$ cat config.mk
export PLATFORM = sky130hd
export DESIGN_NAME = sysi_top
export DESIGN_NICKNAME = d
export VERILOG_FILES = /design/src/hw/sysi_pkg.sv /design/src/hw/sysi_top.sv
export SDC_FILE = /design/constraint.sdc
export NUM_CORES = 1
export LEC_CHECK = 0
export ABC_AREA = 0
export BUFFER_PORTS_ARGS = -buffer_cell sky130_fd_sc_hd__buf_4
export CAP_MARGIN = 25
export CORE_ASPECT_RATIO = 1.1
export CORE_MARGIN = 5
export CORE_UTILIZATION = 30
export DETAILED_ROUTE_END_ITERATION = 10
export SETUP_SLACK_MARGIN = 0.5
export SLEW_MARGIN = 25
export SYNTH_ARGS = -nofsm -noshare
export SYNTH_HDL_FRONTEND = slang
export SYNTH_SLANG_ARGS = --single-unit
$ cat constraint.sdc
create_clock -name clk_sys -period 2.6 [get_ports clk_sys]
set_input_delay 0.78 -clock clk_sys [delete_from_list [all_inputs] [get_ports clk_sys]]
set_output_delay 0.78 -clock clk_sys [all_outputs]
set_load 0.01 [all_outputs]
$ cat src/hw/sysi_pkg.sv
package sysi_pkg;
	// register addresses on the cpu data bus
	localparam logic [15:0] SYSI_ADDR_BREAK_STATUS = 16'hFE00;
	localparam logic [15:0] SYSI_ADDR_RESET_SOURCE_STATUS = 16'hFE01;
	localparam logic [15:0] SYSI_ADDR_BREAK_FLAG_CONTROL = 16'hFE03;
	localparam logic [15:0] SYSI_ADDR_PENDING_IRQ_STATUS_B = 16'hFE05;
	localparam logic [15:0] SYSI_ADDR_PENDING_IRQ_STATUS_C = 16'hFE06;

	// field positions
	localparam int SYSI_BIT_BREAK_EXITED_WAIT = 1;
	localparam int SYSI_BIT_BREAK_CLEAR_ENABLE = 7;

	// reset source status layout, bit 7 down to bit 1, bit 0 reads zero
	localparam int SYSI_RSS_POR = 7;
	localparam int SYSI_RSS_PIN = 6;
	localparam int SYSI_RSS_WDOG = 5;
	localparam int SYSI_RSS_BAD_OPCODE = 4;
	localparam int SYSI_RSS_BAD_FETCH = 3;
	localparam int SYSI_RSS_MONITOR = 2;
	localparam int SYSI_RSS_LOW_VOLTAGE = 1;

	// interrupt source numbering: 1 highest, 16 lowest
	localparam int SYSI_NUM_IRQ = 16;
	localparam int SYSI_MID_LO = 8;
	localparam int SYSI_MID_HI = 14;
	localparam int SYSI_LOW_LO = 15;

	localparam logic [7:0] SYSI_BYTE_ZERO = 8'h00;

	// stop recovery in crystal clock cycles
	localparam int SYSI_REC_LONG_CYC = 4096;
	localparam int SYSI_REC_SHORT_CYC = 32;
	localparam int SYSI_CNT_W = 13;

	typedef enum logic [1:0] {SYSI_RUN, SYSI_WAIT, SYSI_STOP, SYSI_RECOVER} sysi_state_type;

	typedef struct packed {
		logic power_on;
		logic ext_pin;
		logic watchdog;
		logic bad_opcode;
		logic bad_fetch;
		logic fetch_is_opcode;
		logic monitor_entry;
		logic vectors_all_ones;
		logic irq_pin_at_supply;
		logic low_voltage;
	} sysi_rst_src_type;

	typedef struct packed {
		logic watchdog_disable;
		logic short_recovery_select;
	} sysi_cfg_type;
endpackage

$ cat src/hw/sysi_top.sv
`timescale 1ns/10ps
// Function
// second pending register shows sources 14..8 in bits 7..1, bit 0 zero
// third pending register shows sources 16..15 low, upper six bits zero
// all reset sources act at once with equal top priority
// break interrupt forces cpu to software interrupt vector, break state
// in break, flags clear only when break clear enable is 1; the code still clears break exited wait and reset status flags in break
// a flag cleared in break stays cleared afterwards
// two-step clears stay protected in break, second step works after
// wait or stop instruction clears the cpu interrupt mask
// wait stops cpu clocks, peripheral clocks keep running
// enabled interrupt wakes wait; stacking one cycle later
// reset or break ends wait; break sets break exited wait flag
// watchdog enabled and running in wait when disable bit is 0
// stop clears internal counter and gates both generator clocks
// interrupt, reset or break ends stop; stacking after recovery
// recovery is 4096 crystal cycles, 32 with short recovery select
// counter held clear during stop, then times the recovery
// break exited wait flag cleared by reset or writing 0
// reading reset source status clears all its flags
// power-on sets only its flag; others set own flag, keep rest; the code also sets the low voltage flag when low voltage comes with power-on
// separate flags for pin, watchdog, bad opcode, monitor, low voltage
// bad address flag only for opcode fetches
// monitor flag needs all-ones vectors and interrupt pin at supply
// service only with mask clear and enable set, after instruction ends
// reset status read returns values first, clears afterwards
module sysi_top
	import sysi_pkg::*;
#(
	parameter int REC_LONG = SYSI_REC_LONG_CYC,
	parameter int REC_SHORT = SYSI_REC_SHORT_CYC
) (
	input wire logic clk_sys,
	input wire logic rst_n,
	input wire logic [15:0] bus_addr,
	input wire logic [7:0] bus_wdata,
	input wire logic bus_wr,
	input wire logic bus_rd,
	output logic [7:0] bus_rdata,
	input wire sysi_cfg_type cfg,
	input wire sysi_rst_src_type rst_src,
	output logic sys_reset,
	input wire logic [SYSI_NUM_IRQ:1] irq_req,
	input wire logic [SYSI_NUM_IRQ:1] irq_en,
	input wire logic cpu_i_mask,
	input wire logic cpu_insn_done,
	input wire logic cpu_wait_exec,
	input wire logic cpu_stop_exec,
	input wire logic cpu_break_exit,
	output logic cpu_i_mask_clear,
	output logic irq_stack,
	output logic [4:0] irq_vector,
	input wire logic brk_irq,
	output logic force_swi,
	output logic in_break,
	input wire logic flag_clear_req,
	output logic flag_clear_allow,
	input wire logic xtal_tick,
	output logic cpu_clk_en,
	output logic periph_clk_en,
	output logic gen_clk_en,
	output logic wdog_run
);

	generate
		if (REC_SHORT < 1 || REC_LONG < REC_SHORT || REC_LONG >= (1 << SYSI_CNT_W)) begin : g_bad
			$error("sysi_top: recovery lengths out of range");
		end
	endgenerate

	localparam logic [SYSI_CNT_W-1:0] LIM_LONG = SYSI_CNT_W'(REC_LONG - 1);
	localparam logic [SYSI_CNT_W-1:0] LIM_SHORT = SYSI_CNT_W'(REC_SHORT - 1);
	localparam logic [SYSI_CNT_W-1:0] CNT_ONE = SYSI_CNT_W'(1);

	sysi_state_type state_q;
	logic [SYSI_CNT_W-1:0] cnt_q;
	logic wake_brk_q;
	logic bw_q;
	logic break_clear_enable_q;
	logic in_break_q;
	logic [7:0] rss_q;
	logic [7:0] rdata_q;
	logic sys_reset_q;
	logic imask_clr_q;
	logic irq_stack_q;
	logic [4:0] irq_vec_q;
	logic force_swi_q;

	logic any_reset;
	logic [SYSI_NUM_IRQ:1] irq_live;
	logic irq_any;
	logic [4:0] irq_top;
	logic [SYSI_CNT_W-1:0] rec_lim;
	logic rec_done;
	logic rd_rss;
	logic wr_bss;
	logic wr_bfc;
	logic [7:0] rss_set;

	// equal priority: any source pulls the whole chip into reset together
	assign any_reset = rst_src.power_on | rst_src.ext_pin | rst_src.watchdog |
		rst_src.bad_opcode | (rst_src.bad_fetch & rst_src.fetch_is_opcode) |
		rst_src.monitor_entry | rst_src.low_voltage;

	assign irq_live = irq_req & irq_en;
	assign irq_any = |irq_live;

	// lowest source number has highest priority
	always_comb begin
		irq_top = 5'h00;
		for (int i = SYSI_NUM_IRQ; i >= 1; i--) begin
			if (irq_live[i]) begin
				irq_top = 5'(i);
			end
		end
	end

	assign rec_lim = cfg.short_recovery_select ? LIM_SHORT : LIM_LONG;
	assign rec_done = (state_q == SYSI_RECOVER) && xtal_tick && (cnt_q == rec_lim);

	assign rd_rss = bus_rd && (bus_addr == SYSI_ADDR_RESET_SOURCE_STATUS);
	assign wr_bss = bus_wr && (bus_addr == SYSI_ADDR_BREAK_STATUS);
	assign wr_bfc = bus_wr && (bus_addr == SYSI_ADDR_BREAK_FLAG_CONTROL);

	always_ff @(posedge clk_sys) begin
		if (!rst_n) begin
			sys_reset_q <= 1'b0;
		end else begin
			sys_reset_q <= any_reset;
		end
	end

	always_ff @(posedge clk_sys) begin
		if (!rst_n) begin
			state_q <= SYSI_RUN;
			wake_brk_q <= 1'b0;
		end else if (any_reset) begin
			state_q <= SYSI_RUN;
			wake_brk_q <= 1'b0;
		end else begin
			case (state_q)
				SYSI_RUN: begin
					if (cpu_stop_exec) begin
						state_q <= SYSI_STOP;
					end else if (cpu_wait_exec) begin
						state_q <= SYSI_WAIT;
					end
				end
				SYSI_WAIT: begin
					if (brk_irq || irq_any) begin
						state_q <= SYSI_RUN;
					end
				end
				SYSI_STOP: begin
					if (brk_irq || irq_any) begin
						state_q <= SYSI_RECOVER;
						wake_brk_q <= brk_irq;
					end
				end
				SYSI_RECOVER: begin
					if (rec_done) begin
						state_q <= SYSI_RUN;
					end
				end
				default: begin
					state_q <= SYSI_RUN;
				end
			endcase
		end
	end

	// counter free-runs on crystal ticks, but is pinned at zero through stop
	always_ff @(posedge clk_sys) begin
		if (!rst_n) begin
			cnt_q <= '0;
		end else if (state_q == SYSI_STOP) begin
			cnt_q <= '0;
		end else if (rec_done) begin
			cnt_q <= '0;
		end else if (xtal_tick) begin
			cnt_q <= cnt_q + CNT_ONE;
		end
	end

	// cpu side pulses, all registered
	always_ff @(posedge clk_sys) begin
		if (!rst_n) begin
			imask_clr_q <= 1'b0;
			irq_stack_q <= 1'b0;
			irq_vec_q <= 5'h00;
			force_swi_q <= 1'b0;
		end else begin
			imask_clr_q <= !any_reset && (state_q == SYSI_RUN) &&
				(cpu_wait_exec || cpu_stop_exec);
			irq_stack_q <= 1'b0;
			force_swi_q <= 1'b0;
			if (!any_reset) begin
				case (state_q)
					SYSI_RUN: begin
						if (brk_irq) begin
							force_swi_q <= 1'b1;
						end else if (cpu_insn_done && !cpu_i_mask && irq_any &&
							!cpu_wait_exec && !cpu_stop_exec) begin
							irq_stack_q <= 1'b1;
							irq_vec_q <= irq_top;
						end
					end
					SYSI_WAIT: begin
						if (brk_irq) begin
							force_swi_q <= 1'b1;
						end else if (irq_any) begin
							irq_stack_q <= 1'b1;
							irq_vec_q <= irq_top;
						end
					end
					SYSI_RECOVER: begin
						if (rec_done && wake_brk_q) begin
							force_swi_q <= 1'b1;
						end else if (rec_done && irq_any) begin
							irq_stack_q <= 1'b1;
							irq_vec_q <= irq_top;
						end
					end
					default: begin
						irq_stack_q <= 1'b0;
					end
				endcase
			end
		end
	end

	always_ff @(posedge clk_sys) begin
		if (!rst_n) begin
			in_break_q <= 1'b0;
		end else if (any_reset) begin
			in_break_q <= 1'b0;
		end else if (force_swi_q) begin
			in_break_q <= 1'b1;
		end else if (cpu_break_exit) begin
			in_break_q <= 1'b0;
		end
	end

	// set wins over a software clear in the same cycle
	always_ff @(posedge clk_sys) begin
		if (!rst_n) begin
			bw_q <= 1'b0;
		end else if (any_reset) begin
			bw_q <= 1'b0;
		end else if ((state_q == SYSI_WAIT) && brk_irq) begin
			bw_q <= 1'b1;
		end else if (wr_bss && !bus_wdata[SYSI_BIT_BREAK_EXITED_WAIT]) begin
			bw_q <= 1'b0;
		end
	end

	always_ff @(posedge clk_sys) begin
		if (!rst_n) begin
			break_clear_enable_q <= 1'b0;
		end else if (wr_bfc) begin
			break_clear_enable_q <= bus_wdata[SYSI_BIT_BREAK_CLEAR_ENABLE];
		end
	end

	// flag owners apply their own clear, and it sticks once done
	assign flag_clear_allow = flag_clear_req && (!in_break_q || break_clear_enable_q);

	always_comb begin
		rss_set = SYSI_BYTE_ZERO;
		rss_set[SYSI_RSS_PIN] = rst_src.ext_pin;
		rss_set[SYSI_RSS_WDOG] = rst_src.watchdog;
		rss_set[SYSI_RSS_BAD_OPCODE] = rst_src.bad_opcode;
		rss_set[SYSI_RSS_BAD_FETCH] = rst_src.bad_fetch && rst_src.fetch_is_opcode;
		rss_set[SYSI_RSS_MONITOR] = rst_src.monitor_entry && rst_src.vectors_all_ones &&
			rst_src.irq_pin_at_supply;
		rss_set[SYSI_RSS_LOW_VOLTAGE] = rst_src.low_voltage;
	end

	// the read captures first and the clear lands in the same edge, so the
	// returned byte is the pre-clear value while a new source still sets
	always_ff @(posedge clk_sys) begin
		if (!rst_n) begin
			rss_q <= SYSI_BYTE_ZERO;
		end else if (rst_src.power_on) begin
			rss_q <= SYSI_BYTE_ZERO;
			rss_q[SYSI_RSS_POR] <= 1'b1;
			rss_q[SYSI_RSS_LOW_VOLTAGE] <= rst_src.low_voltage;
		end else if (rd_rss) begin
			rss_q <= rss_set;
		end else begin
			rss_q <= rss_q | rss_set;
		end
	end

	always_ff @(posedge clk_sys) begin
		if (!rst_n) begin
			rdata_q <= SYSI_BYTE_ZERO;
		end else if (bus_rd) begin
			case (bus_addr)
				SYSI_ADDR_BREAK_STATUS: begin
					rdata_q <= SYSI_BYTE_ZERO;
					rdata_q[SYSI_BIT_BREAK_EXITED_WAIT] <= bw_q;
				end
				SYSI_ADDR_RESET_SOURCE_STATUS: begin
					rdata_q <= rss_q;
				end
				SYSI_ADDR_BREAK_FLAG_CONTROL: begin
					rdata_q <= SYSI_BYTE_ZERO;
					rdata_q[SYSI_BIT_BREAK_CLEAR_ENABLE] <= break_clear_enable_q;
				end
				SYSI_ADDR_PENDING_IRQ_STATUS_B: begin
					rdata_q <= {irq_req[SYSI_MID_HI:SYSI_MID_LO], 1'b0};
				end
				SYSI_ADDR_PENDING_IRQ_STATUS_C: begin
					rdata_q <= {6'h00, irq_req[SYSI_NUM_IRQ:SYSI_LOW_LO]};
				end
				default: begin
					rdata_q <= SYSI_BYTE_ZERO;
				end
			endcase
		end
	end

	assign bus_rdata = rdata_q;
	assign sys_reset = sys_reset_q;
	assign cpu_i_mask_clear = imask_clr_q;
	assign irq_stack = irq_stack_q;
	assign irq_vector = irq_vec_q;
	assign force_swi = force_swi_q;
	assign in_break = in_break_q;
	assign cpu_clk_en = (state_q == SYSI_RUN);
	assign periph_clk_en = (state_q == SYSI_RUN) || (state_q == SYSI_WAIT);
	assign gen_clk_en = (state_q != SYSI_STOP);
	assign wdog_run = !cfg.watchdog_disable && (state_q != SYSI_STOP);
endmodule

==> results.tsv, run 1 <==
metric	value	unit
status	completed	
crit_family	compound AO/OA/AOI/OAI gates	
synthAdderAreaFrac	0.5519	%
synth_flop_cell	dfxtp_1	
ys_types	57	
ant_nets	0	
synthSimpleGateAreaFrac	28.75	%
cts_sinks	43	
routedWlPerCell	15.65	um
slowest_stage	a2111o_1	
path_buf_inv	1	
crit_path_max_fanout	5	
power_density	453.4	mW/mm^2
finalSetupViolations	0	
grt_overflow_total	0	
yosysTopAreaCellShare	37.97	%
hp-class	flop to flop	
synthTopCellsByCount	dfxtp_1, nor2_1, nand2_1	
via_per_inst	5.207	
start_util	30.51	%
fin_skew	18.98	ps
async_flop_share	0	%
antenna_found_initial	0	
critPathLaunchType	primary input	
slew_viol_final	0	
antennaDiodeCount	0	
cts_tree	built	
rsz0062_at_grt	yes	
clock_tree.root_cell	clkbuf_8	
yosysTopAreaCell	dfxtp_1	
endpoint_kind	flop	
grt_start_max_net_pins	25	
drtIter0Drc	61	
first_pass_iters	4	
synth_edf_count	0	
num_io_pins	103	
ir_drop	0.2776	mV
max_freq	468.4	MHz
crit_arrival	2330	ps
grt_pass1_vias	2315	
cts_buffers	5	
std_cell_rows	33	
drv_cap	0	
avgSynthCellArea	8.653	sq um
netlist_area	0.002267	sq mm
crit_type	primary input to flop	
vias	2364	
synthMuxAreaShare	6.181	%
ys_top_cells_by_area	dfxtp_1, mux2i_1, nor2_1	
fin_nets	447	
area_growth	47.85	%
clock_latency	300	ps
clk_pin_slew_worst_paths	100	ps
final_hold_viol_count	0	
crit_required	2790	ps
synth_compound_area_share	18.32	%
seq_area_frac_synth	37.97	%
syn_nets	343	
wl	7105	um
die_x	92.89	um
ctsLongestPathBuffers	2	
htreeDepth	2	
dp_hpwl	5553	um
yosysMostFrequentCell	dfxtp_1	
core	0.007432	sq mm
synth_top_family_by_area	simple AND/OR/NAND/NOR gates	
fin_setup_tns	0	ps
gp_congestion	0.7997	
slew_headroom	67.84	%
ys_warn_count	0	
p_leak	1.447	nW
drive_above_1_share	38.42	%
syn_inst	262	
cp_cell_sequence	buf_6 -> or4b_4 -> a211o_1 -> a2111o_1 -> mux2i_1	
timing.final.crit_share	82.12	%
dieHeight	101.2	um
fin_util	45.10	%
track_usage	14.73	%
period_needed	2135	ps
port_buffers	96	
synth_xor_area_share	5.022	%
drc	0	
slowest_delay	500	ps
die_area	0.009398	sq mm
ys_ff_latch	43	
worst_pin_slew	478.0	ps
grt_pass1_wl	11300	um
## flip-flops by register name (all words and copies together) (netlist names)
| name | cells |
|---|---|
| force_swi | 1 |
| in_break | 1 |
| cpu_i_mask_clear | 1 |
| wake_brk_q | 1 |
| rss_q | 7 |
| irq_vector | 5 |
| irq_stack | 1 |
| cnt_q | 13 |
| break_clear_enable_q | 1 |
| bus_rdata | 8 |
| bw_q | 1 |
| state_q | 2 |
| sys_reset | 1 |
## power by group
| group | total [mW] | switching (mW) | internal, mW |
|---|---|---|---|
| registers | 0.672 | 0.00809 | 0.664 |
| logic | 0.225 | 0.101 | 0.124 |
| clock network | 0.623 | 0.239 | 0.384 |
| total | 1.52 | 0.348 | 1.17 |
## per-layer routing
metal  part of all wire (%)  track usage (%)
met1                     43            18.47
met2                     48            25.37
met3                    7.5            3.715
met4                    1.5            3.720
met5                      0                0
## worst reg2reg max path: stages (launching register included)
cell,delay (ps)
dfxtp_4,380
nand4_4,120
or4b_4,540
a211o_1,300
a2111o_1,500
mux2i_1,170
## what timing repair did
item | CTS | global route
buffers inserted | 2 | 5
endpoints found under the hold margin | 0 | 0
pin swaps | 1 | 4
resized for setup | 12 | 10
hold buffers | 0 | 0
setup endpoints to repair | 13 | 23
## layout make-up
type / instances / area [sq um]
fillers: 746 / 4080
clock inverters: 2 / 60.06
repair buffers: 105 / 799.5
multi-input cells: 204 / 1405
inverters: 7 / 26.28
flip-flops and latches: 43 / 879.6
clock buffers: 6 / 72.57
well taps: 87 / 108.9
## worst paths after layout
kind                                   start            end  slack (ps)  cells past startpoint
worst max-delay path                  cfg[0]  irq_vector[0]         460                      5
worst min-delay path            bus_rdata[7]   bus_rdata[7]         470                      2
worst min register to register  bus_rdata[7]   bus_rdata[7]         470                      2
worst max register to register      cnt_q[5]  irq_vector[0]         490                      5
## stage by stage
| step | setup slack [ps] | power, mW | instances | hold slack (ps) | area, sq um |
|---|---|---|---|---|---|
| after floorplan | 249.6 | 0.7785 | 262 | 435.7 | 2308 |
| after global placement | 82.98 | 0.9066 | 439 | 448.3 | 3097 |
| after detailed placement | 90.15 | 0.9097 | 439 | 454.5 | 3097 |
| after CTS | 424.1 | 1.531 | 449 | 468.1 | 3277 |
| after global routing | 413.7 | 1.585 | 454 | 493.4 | 3352 |
| final | 464.9 | 1.520 | 454 | 465.3 | 3352 |
## cells in the final DEF (no fill, tap or decap), types with 4 or more instances in the layout
cell / netlist / routed
nor2b_1: 7 / 7
nand2_1: 26 / 26
dfxtp_4: 0 / 4
a21oi_1: 14 / 10
a22oi_1: 10 / 8
o2bb2ai_1: 5 / 5
dfxtp_1: 43 / 36
xnor2_1: 4 / 4
clkbuf_8: 0 / 5
mux2i_1: 14 / 14
buf_4: 0 / 102
nor2_1: 28 / 27
nand4_1: 11 / 11
xor2_1: 9 / 9
inv_1: 5 / 5
a21oi_2: 0 / 4
nand3_1: 11 / 10
and2_1: 7 / 7
## cells by family after synthesis
logic type | after synthesis
compound gates | 58
xor+xnor | 13
mux | 14
buf+inv | 15
flops | 43
fa+ha+maj | 1
simple gates | 118
Note: power is estimated with default switching activity, not from simulation.
==> run 2: changes to the inputs <==
- clock period: 2.6 -> 2.2 ns (I/O delays scaled with it)
==> run 2 against run 1 <==
  * Power rose by 7.8%
  * Worst setup slack got worse by 320 ps
  * Sequential power rose by 19%
  * Critical path type unchanged
  * Critical endpoint unchanged
==> results.tsv, run 2 (same netlist as run 1, synthesis figures left out) <==
metric	value	unit	change
antenna_found_initial	0		unchanged
gp_congestion	0.7791		was 0.7997
antennaDiodeCount	0		unchanged
pwr-share-seq	48.6	%	was 44.2%
pwr-share-comb	17.8	%	was 14.8%
fin_util	48.01	%	was 45.10%
crit_path_max_fanout	5		unchanged
endpoint_kind	flop		unchanged
p_int	1.235	mW	was 1.172 mW
grt_overflow_total	0		unchanged
track_usage	14.82	%	was 14.73%
clock_tree.root_cell	clkbuf_8		unchanged
dp_hpwl	5592	um	was 5553 um
std_cell_rows	33		unchanged
fin_setup_tns	0	ps	unchanged
crit_type	primary input to flop		unchanged
max_freq	486.4	MHz	
final_common_cell	buf_4		unchanged
clk_pin_slew_worst_paths	80	ps	was 100 ps
p_leak	1.536	nW	was 1.447 nW
ir_drop	0.3290	mV	was 0.2776 mV
grt_pass1_vias	2437		was 2,315
first_pass_iters	4		unchanged
start_util	30.51	%	unchanged
ant_nets	0		unchanged
crit_family	compound AO/OA/AOI/OAI gates		unchanged
htreeDepth	2		unchanged
drc	0		unchanged
num-fill-cells	729		was 746
drv_cap	0		unchanged
clock_latency	300	ps	about the same
slew_viol_final	0		unchanged
status	completed		unchanged
grt_pass1_wl	11300	um	about the same
crit_arrival	2240	ps	was 2330 ps
largest_register_ffs	13		unchanged
die_area	0.009398	sq mm	unchanged
routedWlPerCell	15.49	um	was 15.65 um
vias	2420		was 2,364
worst_pin_slew	354.6	ps	was 478.0 ps
dieHeight	101.2	um	unchanged
finalSetupViolations	0		unchanged
power.total	1.639	mW	was 1.520 mW
port_buffers	96		unchanged
pwr-share-clk	33.6	%	was 41.0%
crit_required	2380	ps	was 2790 ps
switching_share	24.63	%	was 22.91%
hold_buffers	0		unchanged
registers.top_by_ff_count	cnt_q		unchanged
timing.final.crit_share	93.46	%	
rsz0062_at_grt	yes		unchanged
via_per_inst	5.160		was 5.207
fin_nets	462		was 447
fin_hold_ws	465.7	ps	was 465.3 ps
slowest_delay	510	ps	was 500 ps
cts_sinks	43		unchanged
drive_above_1_share	46.07	%	was 38.42%
grt_start_max_net_pins	25		unchanged
ctsLongestPathBuffers	2		unchanged
critPathLaunchType	primary input		unchanged
layout_common_cells	buf_4, dfxtp_1, nor2_1		unchanged
power_switching	0.4036	mW	was 0.3482 mW
path_buf_inv	1		unchanged
period_needed	2056	ps	
hp-class	flop to flop		unchanged
num_io_pins	103		unchanged
die_x	92.89	um	unchanged
final_hold_viol_count	0		unchanged
core	0.007432	sq mm	unchanged
slew_headroom	76.29	%	was 67.84%
wl	7264	um	was 7105 um
cts_tree	built		unchanged
power_density	459.2	mW/mm^2	was 453.4 mW/mm^2
cp_cell_sequence	buf_6 -> or4b_4 -> a211o_1 -> a2111o_1 -> mux2i_1		unchanged
fin_skew	12.00	ps	was 18.98 ps
drtIter0Drc	89		was 61
cts_buffers	5		unchanged
area_growth	57.40	%	was 47.85%
slowest_stage	or4b_4		was a2111o_1
[run 2: layout make-up]
| type | instances | area (sq um) | area share [%] |
|---|---|---|---|
| sequential | 43 | 877.1 | 24.58 |
| multi-input combinational | 204 | 1523 | 42.67 |
| tap | 87 | 108.9 | 3.050 |
| inverter | 7 | 28.78 | 0.8065 |
| clock buffer | 8 | 100.1 | 2.805 |
| timing repair buffer | 120 | 930.9 | 26.09 |
[run 2: worst min-delay path, cell delays in order, from the launching register on]
cell     delay (ps)
dfxtp_1         320
nand2_1          50
mux2i_1          50
[run 2: what timing repair did]
action	CTS	global route
resized for setup	26	19
buffers inserted	8	4
pin swaps	13	16
cloned	0	0
setup endpoints to repair	36	27
[run 2: worst paths after layout]
kind,startpoint,to,slack (ps),cells past startpoint
max,cfg[0],irq_vector[0],140,5
min,irq_vector[3],irq_vector[3],470,2
max reg2reg,cnt_q[7],irq_vector[0],150,5
min reg2reg,irq_vector[3],irq_vector[3],470,2
[run 2: power groups by stage]
stage / clock network [mW] / logic [mW] / registers, mW
after global routing: 0.593 / 0.319 / 0.798
final: 0.550 / 0.292 / 0.797
after detailed placement: 0 / 0.270 / 0.817
after global placement: 0 / 0.267 / 0.816
after floorplan: 0 / 0.111 / 0.815
after CTS: 0.572 / 0.281 / 0.797
[run 2: layer usage]
layer | up-vias | track usage, % | routed length, um
li1 | 1199 | - | -
met1 | 1136 | 17.26 | 3014
met2 | 79 | 27.09 | 3710
met3 | 6 | 3.640 | 481
met4 | 0 | 3.946 | 58
met5 | - | 0 | 0
[run 2: through the flow]
| stage | std cells | setup WS (ps) | cell area (sq um) |
|---|---|---|---|
| finish | 469 | 143.9 | 3568 |
| global route | 469 | 88.83 | 3568 |
| CTS | 465 | 66.16 | 3455 |
| detailed placement | 449 | -158.5 | 3218 |
| global placement | 449 | -144.6 | 3218 |
| floorplan | 262 | -29.62 | 2365 |
